==> config.mk <==
export PLATFORM = sky130hd
export DESIGN_NAME = btcpm_top
export DESIGN_NICKNAME = d
export VERILOG_FILES = /design/src/btcpm_pkg.sv /design/src/btcpm_deglitch.sv /design/src/btcpm_top.sv
export SDC_FILE = /design/constraint.sdc
export NUM_CORES = 1
export LEC_CHECK = 0
export BUFFER_PORTS_ARGS = -buffer_cell sky130_fd_sc_hd__buf_2
export CAP_MARGIN = 20
export CORE_ASPECT_RATIO = 2
export CORE_UTILIZATION = 52
export CTS_CLUSTER_SIZE = 10
export DETAILED_ROUTE_END_ITERATION = 12
export HOLD_SLACK_MARGIN = 0.12
export PLACE_DENSITY = 0.74
export SYNTH_ARGS = -nofsm -noshare
export SYNTH_HDL_FRONTEND = slang
export SYNTH_SLANG_ARGS = --single-unit
==> constraint.sdc <==
create_clock -name mclk_i -period 5.2 [get_ports mclk_i]
set_input_delay 0.52 -clock mclk_i [delete_from_list [all_inputs] [get_ports mclk_i]]
set_output_delay 0.52 -clock mclk_i [all_outputs]
set_load 0.01 [all_outputs]
==> src/btcpm_pkg.sv <==
// constants, register map and state type of the battery temperature monitor
`default_nettype none
package btcpm_pkg;
  // ==========================================================================
  // timing
  localparam int CLK_HZ = 10_000_000;
  localparam int CYCLES_PER_MS = CLK_HZ / 1000;
  localparam int BIAS_TIME_MS = 25;
  localparam int DEGLITCH_TIME_MS = 10;
  localparam int MONITOR_TIME_MS = 100;
  localparam int BIAS_CYCLES = BIAS_TIME_MS * CYCLES_PER_MS;
  localparam int DEGLITCH_CYCLES = DEGLITCH_TIME_MS * CYCLES_PER_MS;
  localparam int MONITOR_CYCLES = MONITOR_TIME_MS * CYCLES_PER_MS;
  localparam int CNT_W = 20;
  // ==========================================================================
  // power reporting
  localparam int PWR_W = 16;
  localparam logic [15:0] POWER_MARGIN_MW = 16'h0177;
  localparam logic [15:0] POWER_SAT_MW = 16'hffff;
  // ==========================================================================
  // register word indexes, byte offset is four times the index
  localparam logic [3:0] IDX_CTRL = 4'h0;
  localparam logic [3:0] IDX_STATUS = 4'h1;
  localparam logic [3:0] IDX_IRQ_STATUS = 4'h2;
  localparam logic [3:0] IDX_IRQ_CLEAR = 4'h3;
  localparam logic [3:0] IDX_IRQ_ENABLE = 4'h4;
  localparam logic [3:0] IDX_RX_POWER = 4'h5;
  localparam logic [3:0] IDX_REF_POWER = 4'h6;
  localparam logic [3:0] IDX_POWER_TRIM = 4'h7;
  localparam logic [3:0] IDX_CMD = 4'h8;
  // ==========================================================================
  // fields
  localparam int CTRL_W = 2;
  localparam int CTRL_RUN = 0;
  localparam int CTRL_CHARGE = 1;
  localparam logic [1:0] CTRL_RESET = 2'h3;
  localparam int CMD_CLEAR = 0;
  localparam int ST_HOT = 0;
  localparam int ST_COLD = 1;
  localparam int ST_OVERRIDE = 2;
  localparam int ST_SHUTDOWN = 3;
  localparam int ST_COMPLETE = 4;
  localparam int ST_FAULT = 5;
  localparam int ST_DIE_SD = 6;
  localparam int ST_CHARGING = 7;
  localparam int ST_POWER_OK = 8;
  localparam int ST_BIAS = 9;
  localparam int ST_W = 10;
  localparam int IRQ_HOT = 0;
  localparam int IRQ_COLD = 1;
  localparam int IRQ_COMPLETE = 2;
  localparam int IRQ_FAULT = 3;
  localparam int IRQ_DIE_SD = 4;
  localparam int IRQ_CYCLE = 5;
  localparam int IRQ_W = 6;
  // ==========================================================================
  // measurement sequencer
  typedef enum logic [2:0] {
    BTCPM_IDLE = 3'b001,
    BTCPM_BIAS = 3'b010,
    BTCPM_MONITOR = 3'b100
  } btcpm_state_t;
endpackage
`default_nettype wire

==> src/btcpm_deglitch.sv <==
// comparator deglitch filter counting stable clock cycles
`timescale 1ns/100ps
`default_nettype none
module btcpm_deglitch #(
  parameter int CYCLES = btcpm_pkg::DEGLITCH_CYCLES
) (
  input wire logic mclk_i,
  input wire logic rst_i,
  input wire logic en_i,
  input wire logic raw_i,
  output logic filt_o,
  output logic rise_o
);
  // ==========================================================================
  // filter
  localparam logic [btcpm_pkg::CNT_W-1:0] LAST =
    btcpm_pkg::CNT_W'(CYCLES - 1);

  logic [btcpm_pkg::CNT_W-1:0] cnt;
  wire logic differs = en_i && (raw_i != filt_o);
  wire logic pass = differs && (cnt == LAST);

  // a raw level equal to the output again means a glitch, so count restarts
  always_ff @(posedge mclk_i)
  begin
    if (rst_i)
    begin
      cnt <= '0;
      filt_o <= 1'b0;
      rise_o <= 1'b0;
    end
    else
    begin
      cnt <= (differs && !pass) ? btcpm_pkg::CNT_W'(cnt + 1'b1) : '0;
      if (pass)
        filt_o <= raw_i;
      rise_o <= pass && raw_i;
    end
  end
endmodule
`default_nettype wire

==> src/btcpm_top.sv <==
// battery temperature sense and control pin monitor with avalon registers
// What this block does
// - hot and cold comparator inputs watch the sense pin.
// - each cycle starts with the bias strobe high for 25 ms.
// - comparators deglitched 10 ms during bias; only filtered results act.
// - after the bias window the strobe drops and the pin floats.
// - for 100 ms afterwards the pin is compared to control-high.
// - pin above control-high during the monitor window sets the override flag.
// - pin pulled above control-high: receiver shuts down, charge complete.
// - pin pulled below control-low: receiver shuts down, fault signalled.
// - die at limit turns regulator off until cooled by hysteresis.
// - report received power as output power plus losses.
// - report must lie below reference power by less than 375 mW.
// - charging only allowed while temperature lies inside the range.
`timescale 1ns/100ps
`default_nettype none
module btcpm_top #(
  parameter int BIAS_CYCLES = btcpm_pkg::BIAS_CYCLES,
  parameter int MONITOR_CYCLES = btcpm_pkg::MONITOR_CYCLES,
  parameter int DEGLITCH_CYCLES = btcpm_pkg::DEGLITCH_CYCLES
) (
  input wire logic mclk_i,
  input wire logic rst_i,
  input wire logic [5:0] avs_address_i,
  input wire logic avs_read_i,
  input wire logic avs_write_i,
  input wire logic [31:0] avs_writedata_i,
  input wire logic [3:0] avs_byteenable_i,
  output logic [31:0] avs_readdata_o,
  output logic avs_waitrequest_o,
  input wire logic hot_cmp_i,
  input wire logic cold_cmp_i,
  input wire logic ctrl_high_cmp_i,
  input wire logic ctrl_low_cmp_i,
  input wire logic die_at_limit_i,
  input wire logic die_cooled_i,
  input wire logic [15:0] out_power_mw_i,
  input wire logic [15:0] loss_power_mw_i,
  output logic sense_bias_strobe_o,
  output logic temp_sense_ctrl_pin_o,
  output logic temp_sense_ctrl_pin_oe_o,
  output logic rx_shutdown_o,
  output logic charge_complete_o,
  output logic fault_o,
  output logic ldo_enable_o,
  output logic charge_enable_o,
  output logic [15:0] rx_power_mw_o,
  output logic irq_o
);
  // ==========================================================================
  // helpers
  localparam int CW = btcpm_pkg::CNT_W;
  localparam logic [CW-1:0] BIAS_LAST = CW'(BIAS_CYCLES - 1);
  localparam logic [CW-1:0] MON_LAST = CW'(MONITOR_CYCLES - 1);

  function automatic logic [31:0] be_mask(input logic [3:0] be);
    be_mask = {{8{be[3]}}, {8{be[2]}}, {8{be[1]}}, {8{be[0]}}};
  endfunction

  function automatic logic [31:0] be_merge(input logic [31:0] old,
                                           input logic [31:0] wdata,
                                           input logic [3:0] be);
    be_merge = (old & ~be_mask(be)) | (wdata & be_mask(be));
  endfunction

  // ==========================================================================
  // registers and state
  btcpm_pkg::btcpm_state_t state;
  btcpm_pkg::btcpm_state_t next_state;
  logic [CW-1:0] win_cnt;
  logic bias_on;
  logic waitreq;
  logic [31:0] rdata;
  logic [btcpm_pkg::CTRL_W-1:0] ctrl;
  logic [btcpm_pkg::IRQ_W-1:0] irq_st;
  logic [btcpm_pkg::IRQ_W-1:0] irq_en;
  logic [15:0] ref_power;
  logic [15:0] power_trim;
  logic [15:0] rx_power;
  logic power_ok;
  logic override;
  logic shutdown;
  logic complete;
  logic fault;
  logic die_sd;
  logic ldo_en;
  logic chg_en;
  logic irq;

  // ==========================================================================
  // avalon slave decode
  wire logic [3:0] idx = avs_address_i[5:2];
  wire logic req = avs_read_i || avs_write_i;
  wire logic wr_acc = avs_write_i && !waitreq;
  wire logic wr_ctrl = wr_acc && (idx == btcpm_pkg::IDX_CTRL);
  wire logic wr_clr = wr_acc && (idx == btcpm_pkg::IDX_IRQ_CLEAR);
  wire logic wr_en = wr_acc && (idx == btcpm_pkg::IDX_IRQ_ENABLE);
  wire logic wr_ref = wr_acc && (idx == btcpm_pkg::IDX_REF_POWER);
  wire logic wr_trim = wr_acc && (idx == btcpm_pkg::IDX_POWER_TRIM);
  wire logic cmd_clear = wr_acc && (idx == btcpm_pkg::IDX_CMD) &&
                         avs_byteenable_i[0] &&
                         avs_writedata_i[btcpm_pkg::CMD_CLEAR];
  wire logic [31:0] clr_bits = be_mask(avs_byteenable_i) & avs_writedata_i;
  wire logic [31:0] ctrl_wr = be_merge({30'h0, ctrl}, avs_writedata_i,
                                       avs_byteenable_i);
  wire logic [31:0] en_wr = be_merge({26'h0, irq_en}, avs_writedata_i,
                                     avs_byteenable_i);
  wire logic [31:0] ref_wr = be_merge({16'h0, ref_power}, avs_writedata_i,
                                      avs_byteenable_i);
  wire logic [31:0] trim_wr = be_merge({16'h0, power_trim}, avs_writedata_i,
                                       avs_byteenable_i);

  // ==========================================================================
  // measurement sequencer
  wire logic run = ctrl[btcpm_pkg::CTRL_RUN];
  wire logic bias_st = (state == btcpm_pkg::BTCPM_BIAS);
  wire logic mon_st = (state == btcpm_pkg::BTCPM_MONITOR);
  wire logic [CW-1:0] win_last = bias_st ? BIAS_LAST : MON_LAST;
  wire logic win_done = (win_cnt == win_last);

  always_comb
  begin
    next_state = state;
    unique case (state)
      btcpm_pkg::BTCPM_IDLE:
        if (run)
          next_state = btcpm_pkg::BTCPM_BIAS;
      btcpm_pkg::BTCPM_BIAS:
        if (!run)
          next_state = btcpm_pkg::BTCPM_IDLE;
        else if (win_done)
          next_state = btcpm_pkg::BTCPM_MONITOR;
      btcpm_pkg::BTCPM_MONITOR:
        if (!run)
          next_state = btcpm_pkg::BTCPM_IDLE;
        else if (win_done)
          next_state = btcpm_pkg::BTCPM_BIAS;
    endcase
  end

  always_ff @(posedge mclk_i)
  begin
    if (rst_i)
    begin
      state <= btcpm_pkg::BTCPM_IDLE;
      win_cnt <= '0;
      bias_on <= 1'b0;
    end
    else
    begin
      state <= next_state;
      win_cnt <= (next_state != state) ? '0 : CW'(win_cnt + 1'b1);
      // the pin is driven only while biased, floating otherwise
      bias_on <= (next_state == btcpm_pkg::BTCPM_BIAS);
    end
  end

  // ==========================================================================
  // temperature comparators
  logic hot_f;
  logic cold_f;
  logic hot_rise;
  logic cold_rise;

  // filters only run while biased; the unbiased pin level means nothing
  btcpm_deglitch #(.CYCLES(DEGLITCH_CYCLES)) u_hot (
    .mclk_i(mclk_i),
    .rst_i(rst_i),
    .en_i(bias_st),
    .raw_i(hot_cmp_i),
    .filt_o(hot_f),
    .rise_o(hot_rise)
  );

  btcpm_deglitch #(.CYCLES(DEGLITCH_CYCLES)) u_cold (
    .mclk_i(mclk_i),
    .rst_i(rst_i),
    .en_i(bias_st),
    .raw_i(cold_cmp_i),
    .filt_o(cold_f),
    .rise_o(cold_rise)
  );

  // ==========================================================================
  // control pin override and shutdown flags
  wire logic hi_evt = mon_st && ctrl_high_cmp_i;
  wire logic lo_evt = mon_st && ctrl_low_cmp_i;
  // a new event in the clear cycle wins over the clear
  wire logic next_override = hi_evt || (override && !cmd_clear);
  wire logic next_complete = hi_evt || (complete && !cmd_clear);
  wire logic next_fault = lo_evt || (fault && !cmd_clear);
  wire logic next_shutdown = hi_evt || lo_evt ||
                             (shutdown && !cmd_clear);
  wire logic next_die_sd = die_at_limit_i ||
                           (die_sd && !die_cooled_i);
  wire logic in_range = !hot_f && !cold_f;
  wire logic next_chg_en = ctrl[btcpm_pkg::CTRL_CHARGE] && in_range &&
                           !next_shutdown && !next_die_sd;

  always_ff @(posedge mclk_i)
  begin
    if (rst_i)
    begin
      override <= 1'b0;
      complete <= 1'b0;
      fault <= 1'b0;
      shutdown <= 1'b0;
      die_sd <= 1'b0;
      ldo_en <= 1'b0;
      chg_en <= 1'b0;
    end
    else
    begin
      override <= next_override;
      complete <= next_complete;
      fault <= next_fault;
      shutdown <= next_shutdown;
      die_sd <= next_die_sd;
      ldo_en <= !next_die_sd;
      chg_en <= next_chg_en;
    end
  end

  // ==========================================================================
  // received power report
  // saturate rather than wrap so a large loss never reports as tiny
  wire logic [17:0] power_sum = {2'h0, out_power_mw_i} +
                                {2'h0, loss_power_mw_i} +
                                {2'h0, power_trim};
  wire logic [15:0] next_rx_power = (power_sum[17:16] != 2'h0) ?
                                    btcpm_pkg::POWER_SAT_MW :
                                    power_sum[15:0];
  wire logic [15:0] shortfall = ref_power - next_rx_power;
  wire logic next_power_ok = (ref_power > next_rx_power) &&
                             (shortfall < btcpm_pkg::POWER_MARGIN_MW);

  always_ff @(posedge mclk_i)
  begin
    if (rst_i)
    begin
      rx_power <= '0;
      power_ok <= 1'b0;
    end
    else
    begin
      rx_power <= next_rx_power;
      power_ok <= next_power_ok;
    end
  end

  // ==========================================================================
  // interrupts
  wire logic [btcpm_pkg::IRQ_W-1:0] events;
  assign events[btcpm_pkg::IRQ_HOT] = hot_rise;
  assign events[btcpm_pkg::IRQ_COLD] = cold_rise;
  assign events[btcpm_pkg::IRQ_COMPLETE] = hi_evt && !complete;
  assign events[btcpm_pkg::IRQ_FAULT] = lo_evt && !fault;
  assign events[btcpm_pkg::IRQ_DIE_SD] = next_die_sd && !die_sd;
  assign events[btcpm_pkg::IRQ_CYCLE] = mon_st && win_done;
  wire logic [btcpm_pkg::IRQ_W-1:0] clr_mask =
    wr_clr ? clr_bits[btcpm_pkg::IRQ_W-1:0] : '0;
  wire logic [btcpm_pkg::IRQ_W-1:0] next_irq_st =
    events | (irq_st & ~clr_mask);

  // ==========================================================================
  // status and read mux
  wire logic [31:0] status_word;
  assign status_word[31:btcpm_pkg::ST_W] = '0;
  assign status_word[btcpm_pkg::ST_HOT] = hot_f;
  assign status_word[btcpm_pkg::ST_COLD] = cold_f;
  assign status_word[btcpm_pkg::ST_OVERRIDE] = override;
  assign status_word[btcpm_pkg::ST_SHUTDOWN] = shutdown;
  assign status_word[btcpm_pkg::ST_COMPLETE] = complete;
  assign status_word[btcpm_pkg::ST_FAULT] = fault;
  assign status_word[btcpm_pkg::ST_DIE_SD] = die_sd;
  assign status_word[btcpm_pkg::ST_CHARGING] = chg_en;
  assign status_word[btcpm_pkg::ST_POWER_OK] = power_ok;
  assign status_word[btcpm_pkg::ST_BIAS] = bias_on;

  wire logic [31:0] rd_mux =
    (idx == btcpm_pkg::IDX_CTRL) ? {30'h0, ctrl} :
    (idx == btcpm_pkg::IDX_STATUS) ? status_word :
    (idx == btcpm_pkg::IDX_IRQ_STATUS) ? {26'h0, irq_st} :
    (idx == btcpm_pkg::IDX_IRQ_ENABLE) ? {26'h0, irq_en} :
    (idx == btcpm_pkg::IDX_RX_POWER) ? {16'h0, rx_power} :
    (idx == btcpm_pkg::IDX_REF_POWER) ? {16'h0, ref_power} :
    (idx == btcpm_pkg::IDX_POWER_TRIM) ? {16'h0, power_trim} :
    32'h0000_0000;

  // ==========================================================================
  // register file, one wait state on every access
  always_ff @(posedge mclk_i)
  begin
    if (rst_i)
    begin
      waitreq <= 1'b1;
      rdata <= '0;
      ctrl <= btcpm_pkg::CTRL_RESET;
      irq_en <= '0;
      irq_st <= '0;
      irq <= 1'b0;
      ref_power <= '0;
      power_trim <= '0;
    end
    else
    begin
      waitreq <= !(req && waitreq);
      if (avs_read_i && waitreq)
        rdata <= rd_mux;
      if (wr_ctrl)
        ctrl <= ctrl_wr[btcpm_pkg::CTRL_W-1:0];
      if (wr_en)
        irq_en <= en_wr[btcpm_pkg::IRQ_W-1:0];
      if (wr_ref)
        ref_power <= ref_wr[15:0];
      if (wr_trim)
        power_trim <= trim_wr[15:0];
      irq_st <= next_irq_st;
      irq <= |(next_irq_st & (wr_en ? en_wr[btcpm_pkg::IRQ_W-1:0] : irq_en));
    end
  end

  // ==========================================================================
  // outputs
  assign avs_waitrequest_o = waitreq;
  assign avs_readdata_o = rdata;
  assign sense_bias_strobe_o = bias_on;
  assign temp_sense_ctrl_pin_o = bias_on;
  assign temp_sense_ctrl_pin_oe_o = bias_on;
  assign rx_shutdown_o = shutdown;
  assign charge_complete_o = complete;
  assign fault_o = fault;
  assign ldo_enable_o = ldo_en;
  assign charge_enable_o = chg_en;
  assign rx_power_mw_o = rx_power;
  assign irq_o = irq;
endmodule
`default_nettype wire

-- Word level (Yosys, flattened, before mapping)
Index checks and enable logic that the tools add are counted.
- memories kept: 0
- bits in read-only memories: 0
- latch bits: 0
- register bits: 172
- bits in writable memories: 0
- input port bits: 84
- logic and storage cells: 146
- output and inout port bits: 58
- divide/modulo/power cells: 0
- bitwise logic cells: 16
- muxes and demuxes: 17
- add/sub/neg operators: 6
- $lt $le $gt $ge: 2
- eq/ne operators: 18
- reduce and logical (&&, ||, !) cells: 61
- shifts and indexed selects: 0
- multiply operators: 0
- operator list (kind ; number):
    $mux W16 ; 8
    $add A20 B1 Y20 const B ; 3
    $and A16 B16 Y16 ; 3
    $eq A20 B17 Y1 const B ; 2
    $logic_and A1 B1 Y1 ; 35
    $or A16 B16 Y16 ; 2
    $eq A20 B20 Y1 ; 1
    $mux W20 ; 1
    $add A17 B16 Y18 ; 1
    $and A6 B6 Y6 ; 3
    $add A16 B16 Y17 ; 1
    $eq A4 B3 Y1 const B ; 4
    $gt A16 B16 Y1 ; 1
    $lt A16 B9 Y1 const B ; 1
    $not A16 Y16 ; 1
    $sub A16 B16 Y16 ; 1
    $mux W3 ; 5
    $logic_not A1 Y1 ; 13
    $mux W6 ; 2
    $or A6 B6 Y6 ; 2
    $pmux W3 S3 ; 1
    $eq A4 B2 Y1 const B ; 2
    $logic_or A1 B1 Y1 ; 7
    $eq A3 B2 Y1 const B ; 2
    other kinds (14) ; 18

-- Longest topological paths before layout
Gate-level depths: netlist of the first run.
- depth in word-level cells: 11
- gate-level depth with buffers: 27
- mapped depth without buffers: 26

-- Modules after synthesis
A second synthesis of the first run with hierarchy kept.
- cells, all modules: 1084
- area total of the unflattened synthesis: 9242.6 um2
- by module, submodules not included (module ; seq. area each (um2) ; instances ; area each (um2) ; cells each):
    btcpm_top ; 2242.2 ; 1 ; 7073.0 ; 832
    btcpm_deglitch ; 440.4 ; 2 ; 1084.8 ; 126

-- Worst setup path after synthesis of the first run
OpenSTA, ideal clock, no wires.
- path type: input to register
- start: in out_power_mw_i[1]
- end: reg power_ok
- path buffers: 2
- stages: 23
- path slack: -316 ps
- arrival: 5374 ps
- required time: 5057 ps
- cell sequence: inv_1 -> fa_1 -> inv_1 -> ha_1 -> fa_1 -> a211oi_1 -> o21ai_0 -> nand2_1 -> o2111ai_2 -> and2_4 -> buf_6 -> clkbuf_1 -> nor2_1 -> ha_1 -> a21oi_1 -> o21ai_0 -> and2_1 -> or3_1 -> o221ai_1 -> and3_1 -> mux2_2 -> nand4_1 -> a2111oi_2
- cells in the longest elaborated chain, start to end: 7
- elaborated cells on any way between the ends: 8
- classes of those cells: 3 x add/sub; 2 x order compare; 1 x mux; 2 x reduce/logical
- ends and longest elaborated chain (what ; line ; text):
    from (decl) ; btcpm_top.sv:37 ; input wire logic [15:0] out_power_mw_i,
    $add A16 B16 Y17 (*) ; btcpm_top.sv:227 ; wire logic [17:0] power_sum = {2'h0, out_power_mw_i} +
    $add A17 B16 Y18 (*) ; btcpm_top.sv:228 ; {2'h0, loss_power_mw_i} +
    $reduce_bool A2 Y1 ; btcpm_top.sv:230 ; wire logic [15:0] next_rx_power = (power_sum[17:16] != 2'h0) ?
    $mux W16 (*) ; btcpm_top.sv:230 ;
    $sub A16 B16 Y16 ; btcpm_top.sv:233 ; wire logic [15:0] shortfall = ref_power - next_rx_power;
    $lt A16 B9 Y1 ; btcpm_top.sv:235 ; (shortfall < btcpm_pkg::POWER_MARGIN_MW);
    $logic_and A1 B1 Y1 (*) ; btcpm_top.sv:234 ; wire logic next_power_ok = (ref_power > next_rx_power) &&
    to (signal assigned) ; btcpm_top.sv:247 ; power_ok <= next_power_ok;
    to (decl) ; btcpm_top.sv:80 ; logic power_ok;
Mark *: on every way between the ends. The rest lies on a longest branch, timed or not.
A chain may end at the register's enable or synchronous reset.

==> impl_metrics.py, run 1 <==
metrics = {
    "drt": {
        "antenna_left": 0,
        "vias_per_cell": 5.773,
        "vias": 8348,
        "post_drt_wl_per_cell_um": 17.57,
        "drt-initial-drc-count": 534,
        "drt_wl_total_um": 25410,
        "drc": 0,
        "dr.pass1.iters": 5,
    },
    "worst_hold_path": {
        "hold_depth": 2,
        "whs_endpoint": "avs_waitrequest_o",
        "hp-start": "avs_read_i",
        "hold_path.class": "in2reg",
    },
    "grt": {
        "antenna_found_initial": 0,
        "grt_pass1_wl_um": 40920,
        "grt_pass1_vias": 8553,
        "grt_overflow": 0,
        "grt_max_degree": 89,
        "track_usage": 0.2975,
    },
    "synth": {
        "ys_seq_elements": 156,
        "synth.avg_cell_area_sq_um": 8.380,
        "synth_edf_count": 0,
        "synthArstFlopShare": 0,
        "seq_area_frac_synth": 0.3493,
        "synth_ff_type": "dfxtp_1",
        "netlist_area_sq_um": 8941,
        "yosys_warnings": 0,
        "synth_cell_types": 73,
        "synthCells": 1067,
    },
    "cts": {
        "clock_path_buffers": 2,
        "clk_pin_slew_worst_paths_ns": 0.07,
        "holdBufCountCts": 0,
        "root_buffer": "clkbuf_16",
        "numCtsBuffers": 17,
        "cts_tree": "yes",
        "clkSinkCount": 156,
        "clkLatencyLatePin_ns": 0.44,
        "cts_htree_levels": 4,
    },
    "run_status": {
        "status": "finished, final reports clean",
    },
    "setup_path": {
        "critPathMaxFanout": 5,
        "start_kind": "register",
        "r2r_end": "power_ok",
        "r2r_slack_ns": 0.16,
        "critPathCaptureType": "register",
        "cp_data_arrival_time_ns": 5.39,
        "path_class": "reg2reg",
        "r2r_cells": 25,
        "crit_required_ns": 5.54,
    },
    "placement": {
        "placed_cells": 1411,
        "dp_hpwl_um": 19110,
        "place_area_sq_um": 10150,
        "portBuffers": 105,
        "gp_congestion": 0.9410,
    },
    "die": {
        "io_pins": 142,
        "fp.coreArea_sq_um": 16770,
        "initial_core_util": 0.5333,
        "placementRows": 67,
        "chipHeight_um": 187.4,
        "fp.dieArea_sq_um": 17750,
        "die_w_um": 94.72,
    },
    "flow_run": {
        "max_cap_viol_count": 0,
    },
    "cells_and_area": {
        "mostFrequentLayoutCells": "nor2_1, dfxtp_1, buf_2",
        "stdcell_area_sq_um": 10980,
        "final_util": 0.6547,
        "layout.nets": 1358,
        "fillCellCount": 1458,
        "final_common_cell": "nor2_1",
        "final-seq-area_sq_um": 3124,
        "stdcell_count": 1446,
        "area_growth_syn_to_layout_pct": 22.77,
        "multi_input_area_sq_um": 5653,
        "final_layout_size_suffix_gt1_frac": 0.2413,
        "antenna_cells": 0,
    },
    "power_and_ir_drop": {
        "clkPwrFrac": 0.401,
        "p_seq_frac": 0.376,
        "switching_share": 0.3005,
        "p_int_mw": 2.325,
        "leakagePower_nw": 4.555,
        "power.switching_mw": 0.9987,
        "comb_power_share": 0.223,
        "vdd_drop_max_mv": 0.2549,
        "powerDensity_nw_per_um2": 302.8,
    },
    "sta": {
        "max_freq_mhz": 198.3,
        "period_share": 0.9699,
        "period_needed_ns": 5.044,
        "finalClockSkew_ns": 0.01220,
        "slew_viol_final": 0,
        "rsz0062_at_grt": "true",
        "max-slew-margin-rel": 0.3279,
        "setup-violations-final": 0,
        "tightest_slew_ns": 0.9989,
        "hold_viol_final": 0,
    },
}
==> metrics by stage <==
stage / TNS (ns) / worst slack [ns] / hold slack (ns) / total power, mW
after floorplan: 0 / 0.02473 / 0.4176 / 1.702
after global routing: -0.06891 / -0.06891 / 0.3372 / 3.452
after global placement: -0.3897 / -0.3897 / 0.4252 / 1.963
after detailed placement: -0.4908 / -0.4908 / 0.4359 / 1.972
after CTS: 0 / 0.06300 / 0.3096 / 3.304
final: 0 / 0.1564 / 0.3207 / 3.323
==> critical path, stage by stage (launching register included) <==
cell and delay [ns]:
dfxtp_2 0.33, inv_2 0.04, fa_1 0.50, inv_2 0.05, ha_4 0.15, fa_2 0.40, a211oi_4 0.25, o21ai_2 0.13
a31oi_2 0.20, o21bai_1 0.13, a21oi_2 0.17, o21bai_1 0.11, a21oi_2 0.17, xnor2_1 0.14, nor2_1 0.08, ha_1 0.35
buf_4 0.16, a311oi_2 0.24, o21ai_1 0.09, a31oi_1 0.15, nand3_1 0.12, a211oi_2 0.18, o31ai_1 0.11, a2111oi_2 0.33
nand4_1 0.15, a2111oi_2 0.20
==> synthesized netlist by cell type (4+ instances only) <==
cell	number	area share
nor3b_1	4	0.0034
xnor2_1	32	0.031
o21ai_0	27	0.015
mux2i_1	27	0.030
nor3_1	22	0.012
nor2_1	186	0.078
dfxtp_1	156	0.35
o211ai_1	7	0.0059
nand2b_1	5	0.0035
xor2_1	45	0.044
buf_1	4	0.0017
nand2_1	76	0.032
a32oi_1	6	0.0059
a22oi_1	12	0.010
a22o_1	13	0.013
clkbuf_1	40	0.017
inv_1	40	0.017
mux2_2	17	0.021
o21bai_1	6	0.0050
a221oi_1	6	0.0059
o22ai_1	8	0.0056
a21oi_1	57	0.032
nor2b_1	13	0.0091
o31ai_1	4	0.0034
a31oi_1	7	0.0049
nand3_1	57	0.032
fa_1	18	0.040
and3_1	18	0.013
nand4_1	12	0.0084
buf_4	18	0.015
or3_1	6	0.0042
and2_1	10	0.0070
nor4_1	11	0.0077
ha_1	30	0.042
a21o_1	7	0.0059
==> logic make-up after synthesis <==
logic type / synth area share
flip-flops: 0.3493
multiplexers: 0.05919
AND/OR/NAND/NOR: 0.2267
adder cells (fa/ha/maj): 0.08564
XOR/XNOR: 0.07543
other: 0.0004194
buffers and inverters: 0.05415
AO/OA/AOI/OAI: 0.1492
==> layer usage <==
metal,wire (um),up-vias,GRT usage
li1,-,4014,-
met1,9209,4026,0.3004
met2,14110,239,0.5598
met3,1034,69,0.04756
met4,1052,0,0.1550
met5,0,-,0
==> timing repair <==
| action | 4_1_cts | 5_1_grt |
|---|---|---|
| gates resized for setup | 6 | 33 |
| endpoints found under the setup margin | 1 | 1 |
| setup buffers | 0 | 3 |
| pin swaps | 2 | 32 |
| cloned | 0 | 0 |
==> power by group through the flow <==
stage	Combinational, mW	Sequential [mW]	Clock [mW]
detailed placement	0.695	1.28	0
finish	0.741	1.25	1.33
global placement	0.688	1.28	0
CTS	0.705	1.25	1.35
global route	0.805	1.25	1.40
floorplan	0.420	1.28	0
==> cell type report <==
class,count,area share
multi-input combinational,821,0.5150
sequential,156,0.2846
timing repair buffer,190,0.1060
clock buffer,17,0.03876
tap,207,0.02360
clock inverter,15,0.01835
inverter,40,0.01368
==> how the worst max path moves through the flow <==
stage	startpoint	to	slack (ns)	depth (start not counted)
4_1_cts	register	power_ok	0.06	25
3_3_place_gp	out_power_mw_i[1]	power_ok	-0.39	26
6_report	register	power_ok	0.16	25
5_1_grt	register	power_ok	-0.07	23
2_1_floorplan	out_power_mw_i[2]	power_ok	0.02	23
3_5_place_dp	out_power_mw_i[1]	power_ok	-0.49	26
(Power assumes the default switching activity.)
==> inputs of run 2 (changes only) <==
Settings changed: CORE_UTILIZATION 52 to 53, CTS_BUF_LIST set to sky130_fd_sc_hd__clkbuf_8, PLACE_DENSITY 0.74 to 0.75.
==> run 2 against run 1 <==
Against the previous run:
- maximum frequency hardly changed
- worst hold slack got worse by 0.043 ns
- first-iteration DRC count is 13% lower
- combinational power about the same
- critical path type unchanged
- sequential share of layout area increased by 0.91 points
- total power down 13%
- sequential power is essentially flat
==> impl_metrics.py, run 2 (synthesis gave the netlist of run 1 again) <==
metrics = {
    "die": {
        "chipHeight_um": 185.7,
        "fp.coreArea_sq_um": 16350,
        "initial_core_util": 0.5468,
        "die_w_um": 93.84,
        "io_pins": 142,
        "fp.dieArea_sq_um": 17420,
        "placementRows": 66,
    },
    "cells_and_area": {
        "mostFrequentLayoutCells": "nor2_1, dfxtp_1, buf_2",
        "antenna_cells": 0,
        "final_common_cell": "nor2_1",
        "layout.nets": 1350,
        "stdcell_count": 1434,
        "final_util": 0.6505,
        "area_growth_syn_to_layout_pct": 18.96,
        "fillCellCount": 1446,
        "final_layout_size_suffix_gt1_frac": 0.2244,
    },
    "flow_run": {
        "max_cap_viol_count": 0,
    },
    "grt": {
        "grt_pass1_vias": 8224,
        "track_usage": 0.2933,
        "grt_overflow": 0,
        "grt_pass1_wl_um": 39090,
        "antenna_found_initial": 0,
        "grt_max_degree": 89,
    },
    "drt": {
        "drt_wl_total_um": 24960,
        "antenna_left": 0,
        "drc": 0,
        "drt-initial-drc-count": 464,
        "vias": 8327,
        "dr.pass1.iters": 5,
        "post_drt_wl_per_cell_um": 17.41,
        "vias_per_cell": 5.807,
    },
    "power_and_ir_drop": {
        "clkPwrFrac": 0.316,
        "vdd_drop_max_mv": 0.2134,
        "switching_share": 0.3157,
        "comb_power_share": 0.254,
        "power.switching_mw": 0.9158,
        "finalPower_mw": 2.901,
        "powerDensity_nw_per_um2": 272.7,
        "leakagePower_nw": 4.414,
        "p_seq_frac": 0.430,
        "p_int_mw": 1.985,
    },
    "placement": {
        "gp_congestion": 0.9208,
        "dp_hpwl_um": 18690,
        "placed_cells": 1401,
        "portBuffers": 105,
    },
    "cts": {
        "clkSinkCount": 156,
        "clock_path_buffers": 2,
        "cts_tree": "yes",
        "cts_htree_levels": 4,
        "clk_pin_slew_worst_paths_ns": 0.09,
        "numCtsBuffers": 17,
        "clkLatencyLatePin_ns": 0.47,
        "root_buffer": "clkbuf_8",
        "holdBufCountCts": 0,
    },
    "worst_hold_path": {
        "hold_path.class": "in2reg",
    },
    "setup_path": {
        "crit_required_ns": 5.58,
        "critPathMaxStageDelay_ns": 0.49,
        "critPathCaptureType": "register",
        "start_kind": "register",
        "r2r_slack_ns": 0.16,
        "critPathMaxFanout": 7,
        "worstPathCellList": "inv_1 -> fa_1 -> inv_1 -> ha_1 -> buf_4 -> a211oi_4 -> o21ai_2 -> and3_4 -> or3b_1 -> and2_4 -> nor2_2 -> ha_1 -> a21oi_2 -> o21ai_2 -> and2_1 -> or3_1 -> o221ai_4 -> and3_4 -> xnor2_1 -> o41ai_1 -> a2111oi_2",
        "cp_data_arrival_time_ns": 5.42,
        "path_class": "reg2reg",
        "worst_path_max_delay_cell": "fa_1",
    },
    "sta": {
        "hold_ws_ns": 0.2775,
        "tns_ns": 0,
        "period_needed_ns": 5.042,
        "rsz0062_at_grt": "true",
        "max_freq_mhz": 198.3,
        "period_share": 0.9695,
        "hold_viol_final": 0,
        "setup-violations-final": 0,
        "slew_viol_final": 0,
        "max-slew-margin-rel": 0.2737,
        "finalClockSkew_ns": 0.01168,
        "tightest_slew_ns": 1.087,
    },
    "run_status": {
        "status": "finished, final reports clean",
    },
}
## run 2: cell types whose count changed in the layout (fill, tap and decap cells not counted), sizes merged
| cell | before | now |
|---|---|---|
| inv | 49 | 44 |
| clkbuf | 17 | 18 |
| clkinv | 2 | 6 |
| bufinv | 3 | 2 |
| buf | 190 | 182 |
## run 2: cell type report
class,instances,area (sq um),share of cell area
clock buffers,18,247.7,0.02329
clock inverters,13,142.6,0.01341
well taps,204,255.2,0.02400
inverters,40,150.1,0.01412
repair buffers,182,1116,0.1049
flip-flops and latches,156,3124,0.2937
multi-input cells,821,5600,0.5265
## run 2: power groups by stage
stage	clock network [mW]	registers, mW	logic (mW)
after floorplan	0	1.28	0.420
after global placement	0	1.27	0.689
after detailed placement	0	1.27	0.700
after CTS	0.927	1.25	0.712
after global routing	0.981	1.25	0.799
final	0.916	1.25	0.738
## run 2: stage by stage
step           setup WS (ns)  cell area (sq um)
3_3_place_gp         -0.3509              10100
4_1_cts             0.004210              10530
5_1_grt             -0.08816              10640
6_report              0.1584              10640
3_5_place_dp         -0.4862              10100
2_1_floorplan        0.02473               9102
## run 2: path summary, 6_finish.rpt
path / startpoint / to / depth (start not counted)
hold reg to reg: win_cnt[0] / win_cnt[0] / 1
hold / removal: avs_write_i / avs_waitrequest_o / 2
setup / recovery: register / power_ok / 21
setup reg to reg: register / power_ok / 21
## run 2: worst max-delay path, delay by kind of cell (launching register included)
| kind | cells | cell delay [ns] |
|---|---|---|
| fa+ha+maj | 3 | 0.99 |
| simple gates | 7 | 1.87 |
| flops | 1 | 0.33 |
| buf+inv | 3 | 0.25 |
| compound gates | 7 | 1.38 |
| xor+xnor | 1 | 0.12 |
## run 2: layer usage
layer	track usage	vias to the layer above	routed length (um)	part of all wire
li1	-	4011	-	-
met1	0.2848	3919	8909	0.36
met2	0.5559	300	13360	0.54
met3	0.05760	97	1210	0.048
met4	0.1735	0	1485	0.059
met5	0	-	0	0
## run 2: what timing repair did
item / 4_1_cts / 5_1_grt
setup endpoints to repair: 1 / 1
cloned: 0 / 0
resized for setup: 5 / 20
setup buffers: 1 / 1
pin swaps: 1 / 13
==> inputs of run 3 (changes only) <==
Settings changed: SETUP_SLACK_MARGIN set to 0.4, SKIP_LAST_GASP set to 1, TNS_END_PERCENT set to 50.
==> run 3 against run 2 <==
Against the previous run:
- final cell count is 1.2% lower
- largest power group unchanged
- critical path depth is 6 higher
- non-clock buffer count is 18 lower
- setup slack better by 0.076 ns
- via count is 1.9% lower
- sequential share of layout area is 0.16 points higher
- sequential cell count stayed put
==> impl_metrics.py, run 3 (synthesis gave the netlist of run 1 again) <==
metrics = {
    "cts": {
        "clkLatencyLatePin_ns": 0.49,
        "numCtsBuffers": 17,
        "cts_htree_levels": 4,
        "cts_tree": "yes",
        "clock_path_buffers": 2,
        "clk_pin_slew_worst_paths_ns": 0.11,
        "clkSinkCount": 156,
        "root_buffer": "clkbuf_8",
        "holdBufCountCts": 0,
    },
    "setup_path": {
        "critPathBufInv": 4,
        "critPathMaxFanout": 4,
        "crit_required_ns": 5.60,
        "start_kind": "register",
        "critPathCaptureType": "register",
        "r2r_cells": 27,
        "r2r_slack_ns": 0.23,
        "critPathMaxStageDelay_ns": 0.48,
        "cp_data_arrival_time_ns": 5.36,
        "r2r_end": "power_ok",
        "worst_path_max_delay_cell": "fa_1",
        "path_class": "reg2reg",
        "crit_family": "compound AO/OA/AOI/OAI gates",
    },
    "run_status": {
        "status": "finished, final reports clean",
    },
    "worst_hold_path": {
        "hp-start": "cold_cmp_i",
        "hold_depth": 3,
        "hold_path.class": "in2reg",
        "whs_endpoint": "u_cold.rise_o",
    },
    "power_and_ir_drop": {
        "vdd_drop_max_mv": 0.2398,
        "powerDensity_nw_per_um2": 277.1,
        "leakagePower_nw": 4.324,
    },
    "die": {
        "io_pins": 142,
        "chipHeight_um": 185.7,
        "placementRows": 66,
        "fp.dieArea_sq_um": 17420,
        "fp.coreArea_sq_um": 16350,
        "die_w_um": 93.84,
        "initial_core_util": 0.5468,
    },
    "cells_and_area": {
        "mostFrequentLayoutCells": "nor2_1, dfxtp_1, buf_2",
        "final_common_cell": "nor2_1",
        "final_layout_size_suffix_gt1_frac": 0.2234,
        "antenna_cells": 0,
        "final_util": 0.6469,
        "area_growth_syn_to_layout_pct": 18.30,
        "layout.nets": 1332,
    },
    "grt": {
        "grt_overflow": 0,
        "grt_pass1_wl_um": 39400,
        "grt_max_degree": 89,
        "grt_pass1_vias": 8331,
        "track_usage": 0.2950,
        "antenna_found_initial": 0,
    },
    "sta": {
        "finalClockSkew_ns": 0.01695,
        "tns_ns": 0,
        "rsz0062_at_grt": "true",
        "max_freq_mhz": 201.4,
        "max-slew-margin-rel": 0.3587,
        "period_needed_ns": 4.966,
        "tightest_slew_ns": 0.9619,
        "setup-violations-final": 0,
        "period_share": 0.9550,
        "hold_viol_final": 0,
        "slew_viol_final": 0,
        "hold_ws_ns": 0.2726,
    },
    "drt": {
        "post_drt_wl_per_cell_um": 17.40,
        "drt_wl_total_um": 24660,
        "antenna_left": 0,
        "drt-initial-drc-count": 478,
        "dr.pass1.iters": 5,
        "drc": 0,
        "vias_per_cell": 5.766,
        "vias": 8170,
    },
    "placement": {
        "dp_hpwl_um": 18750,
        "gp_congestion": 0.9191,
        "portBuffers": 105,
    },
    "flow_run": {
        "max_cap_viol_count": 0,
    },
}
==> run 3: changes by cell type in the layout (fill, tap and decap cells not counted), moves of 2 or more <==
| cell | delta |
|---|---|
| inv_6 | +2 |
| nor2_4 | +2 |
| a21oi_4 | +2 |
| inv_2 | +2 |
| buf_4 | -17 |
| ha_1 | -7 |
| ha_2 | +4 |
| clkinv_2 | -2 |
| ha_4 | +3 |
| inv_8 | +3 |
| nor2_2 | -2 |
| inv_1 | -3 |
| a21oi_2 | -3 |
==> run 3: repair_timing <==
item | 4_1_cts | 5_1_grt
resized for setup | 9 | 5
setup endpoints to repair | 1 | 1
pin swaps | 12 | 5
setup buffers | 5 | 1
==> run 3: worst max-delay path by stage <==
stage                 startpoint       end  slack, ns  cells past startpoint
2_1_floorplan  out_power_mw_i[5]  power_ok       0.17                     22
3_3_place_gp   out_power_mw_i[1]  power_ok      -0.21                     26
3_5_place_dp   out_power_mw_i[1]  power_ok      -0.30                     26
4_1_cts                 register  power_ok       0.24                     26
5_1_grt                 register  power_ok       -0.1                     22
6_report                register  power_ok       0.23                     27
==> run 3: where the power goes <==
part           switching [mW]  total (mW)  internal [mW]
Clock                   0.527       0.972          0.445
Sequential             0.0233        1.25           1.23
Combinational           0.410       0.710          0.300
Total                   0.961        2.93           1.97
==> run 3: metal layers <==
layer / share of wire / global-route usage
met1: 0.36 / 0.2886
met2: 0.54 / 0.5591
met3: 0.039 / 0.04289
met4: 0.055 / 0.1926
met5: 0 / 0
==> run 3: metrics by stage <==
step	cell area, sq um	total power, mW	worst slack (ns)	cells
2_1_floorplan	9250	1.733	0.1682	1082
3_3_place_gp	10060	1.950	-0.2110	1379
3_5_place_dp	10060	1.958	-0.2972	1379
4_1_cts	10550	2.936	0.2357	1416
5_1_grt	10580	3.055	-0.09920	1417
6_report	10580	2.931	0.2343	1417
==> run 3: cell type report <==
cell class	count	area [sq um]
inverter	40	150.1
tap	204	255.2
clock inverter	15	178.9
clock buffer	17	234.0
multi-input combinational	821	5667
sequential	156	3124
fill	1442	5773
timing repair buffer	164	968.4
==> run 3: worst register-to-register path, stage by stage, from the launching register on <==
cell and delay (ns):
dfxtp_1 0.34, inv_1 0.07, fa_1 0.48, inv_1 0.06
ha_4 0.16, buf_4 0.13, a211oi_4 0.28, o21ai_2 0.14
a31oi_1 0.19, o21bai_1 0.14, a21oi_1 0.16, o21bai_1 0.10
a21o_1 0.19, a21oi_1 0.17, xnor2_1 0.14, nor2_1 0.08
ha_1 0.37, inv_1 0.09, o21bai_1 0.14, a21oi_1 0.12
a22o_1 0.22, o21ai_0 0.06, nand3_1 0.13, a211oi_2 0.22
o31ai_1 0.11, a2111oi_2 0.21, nand4_1 0.15, a2111oi_2 0.22
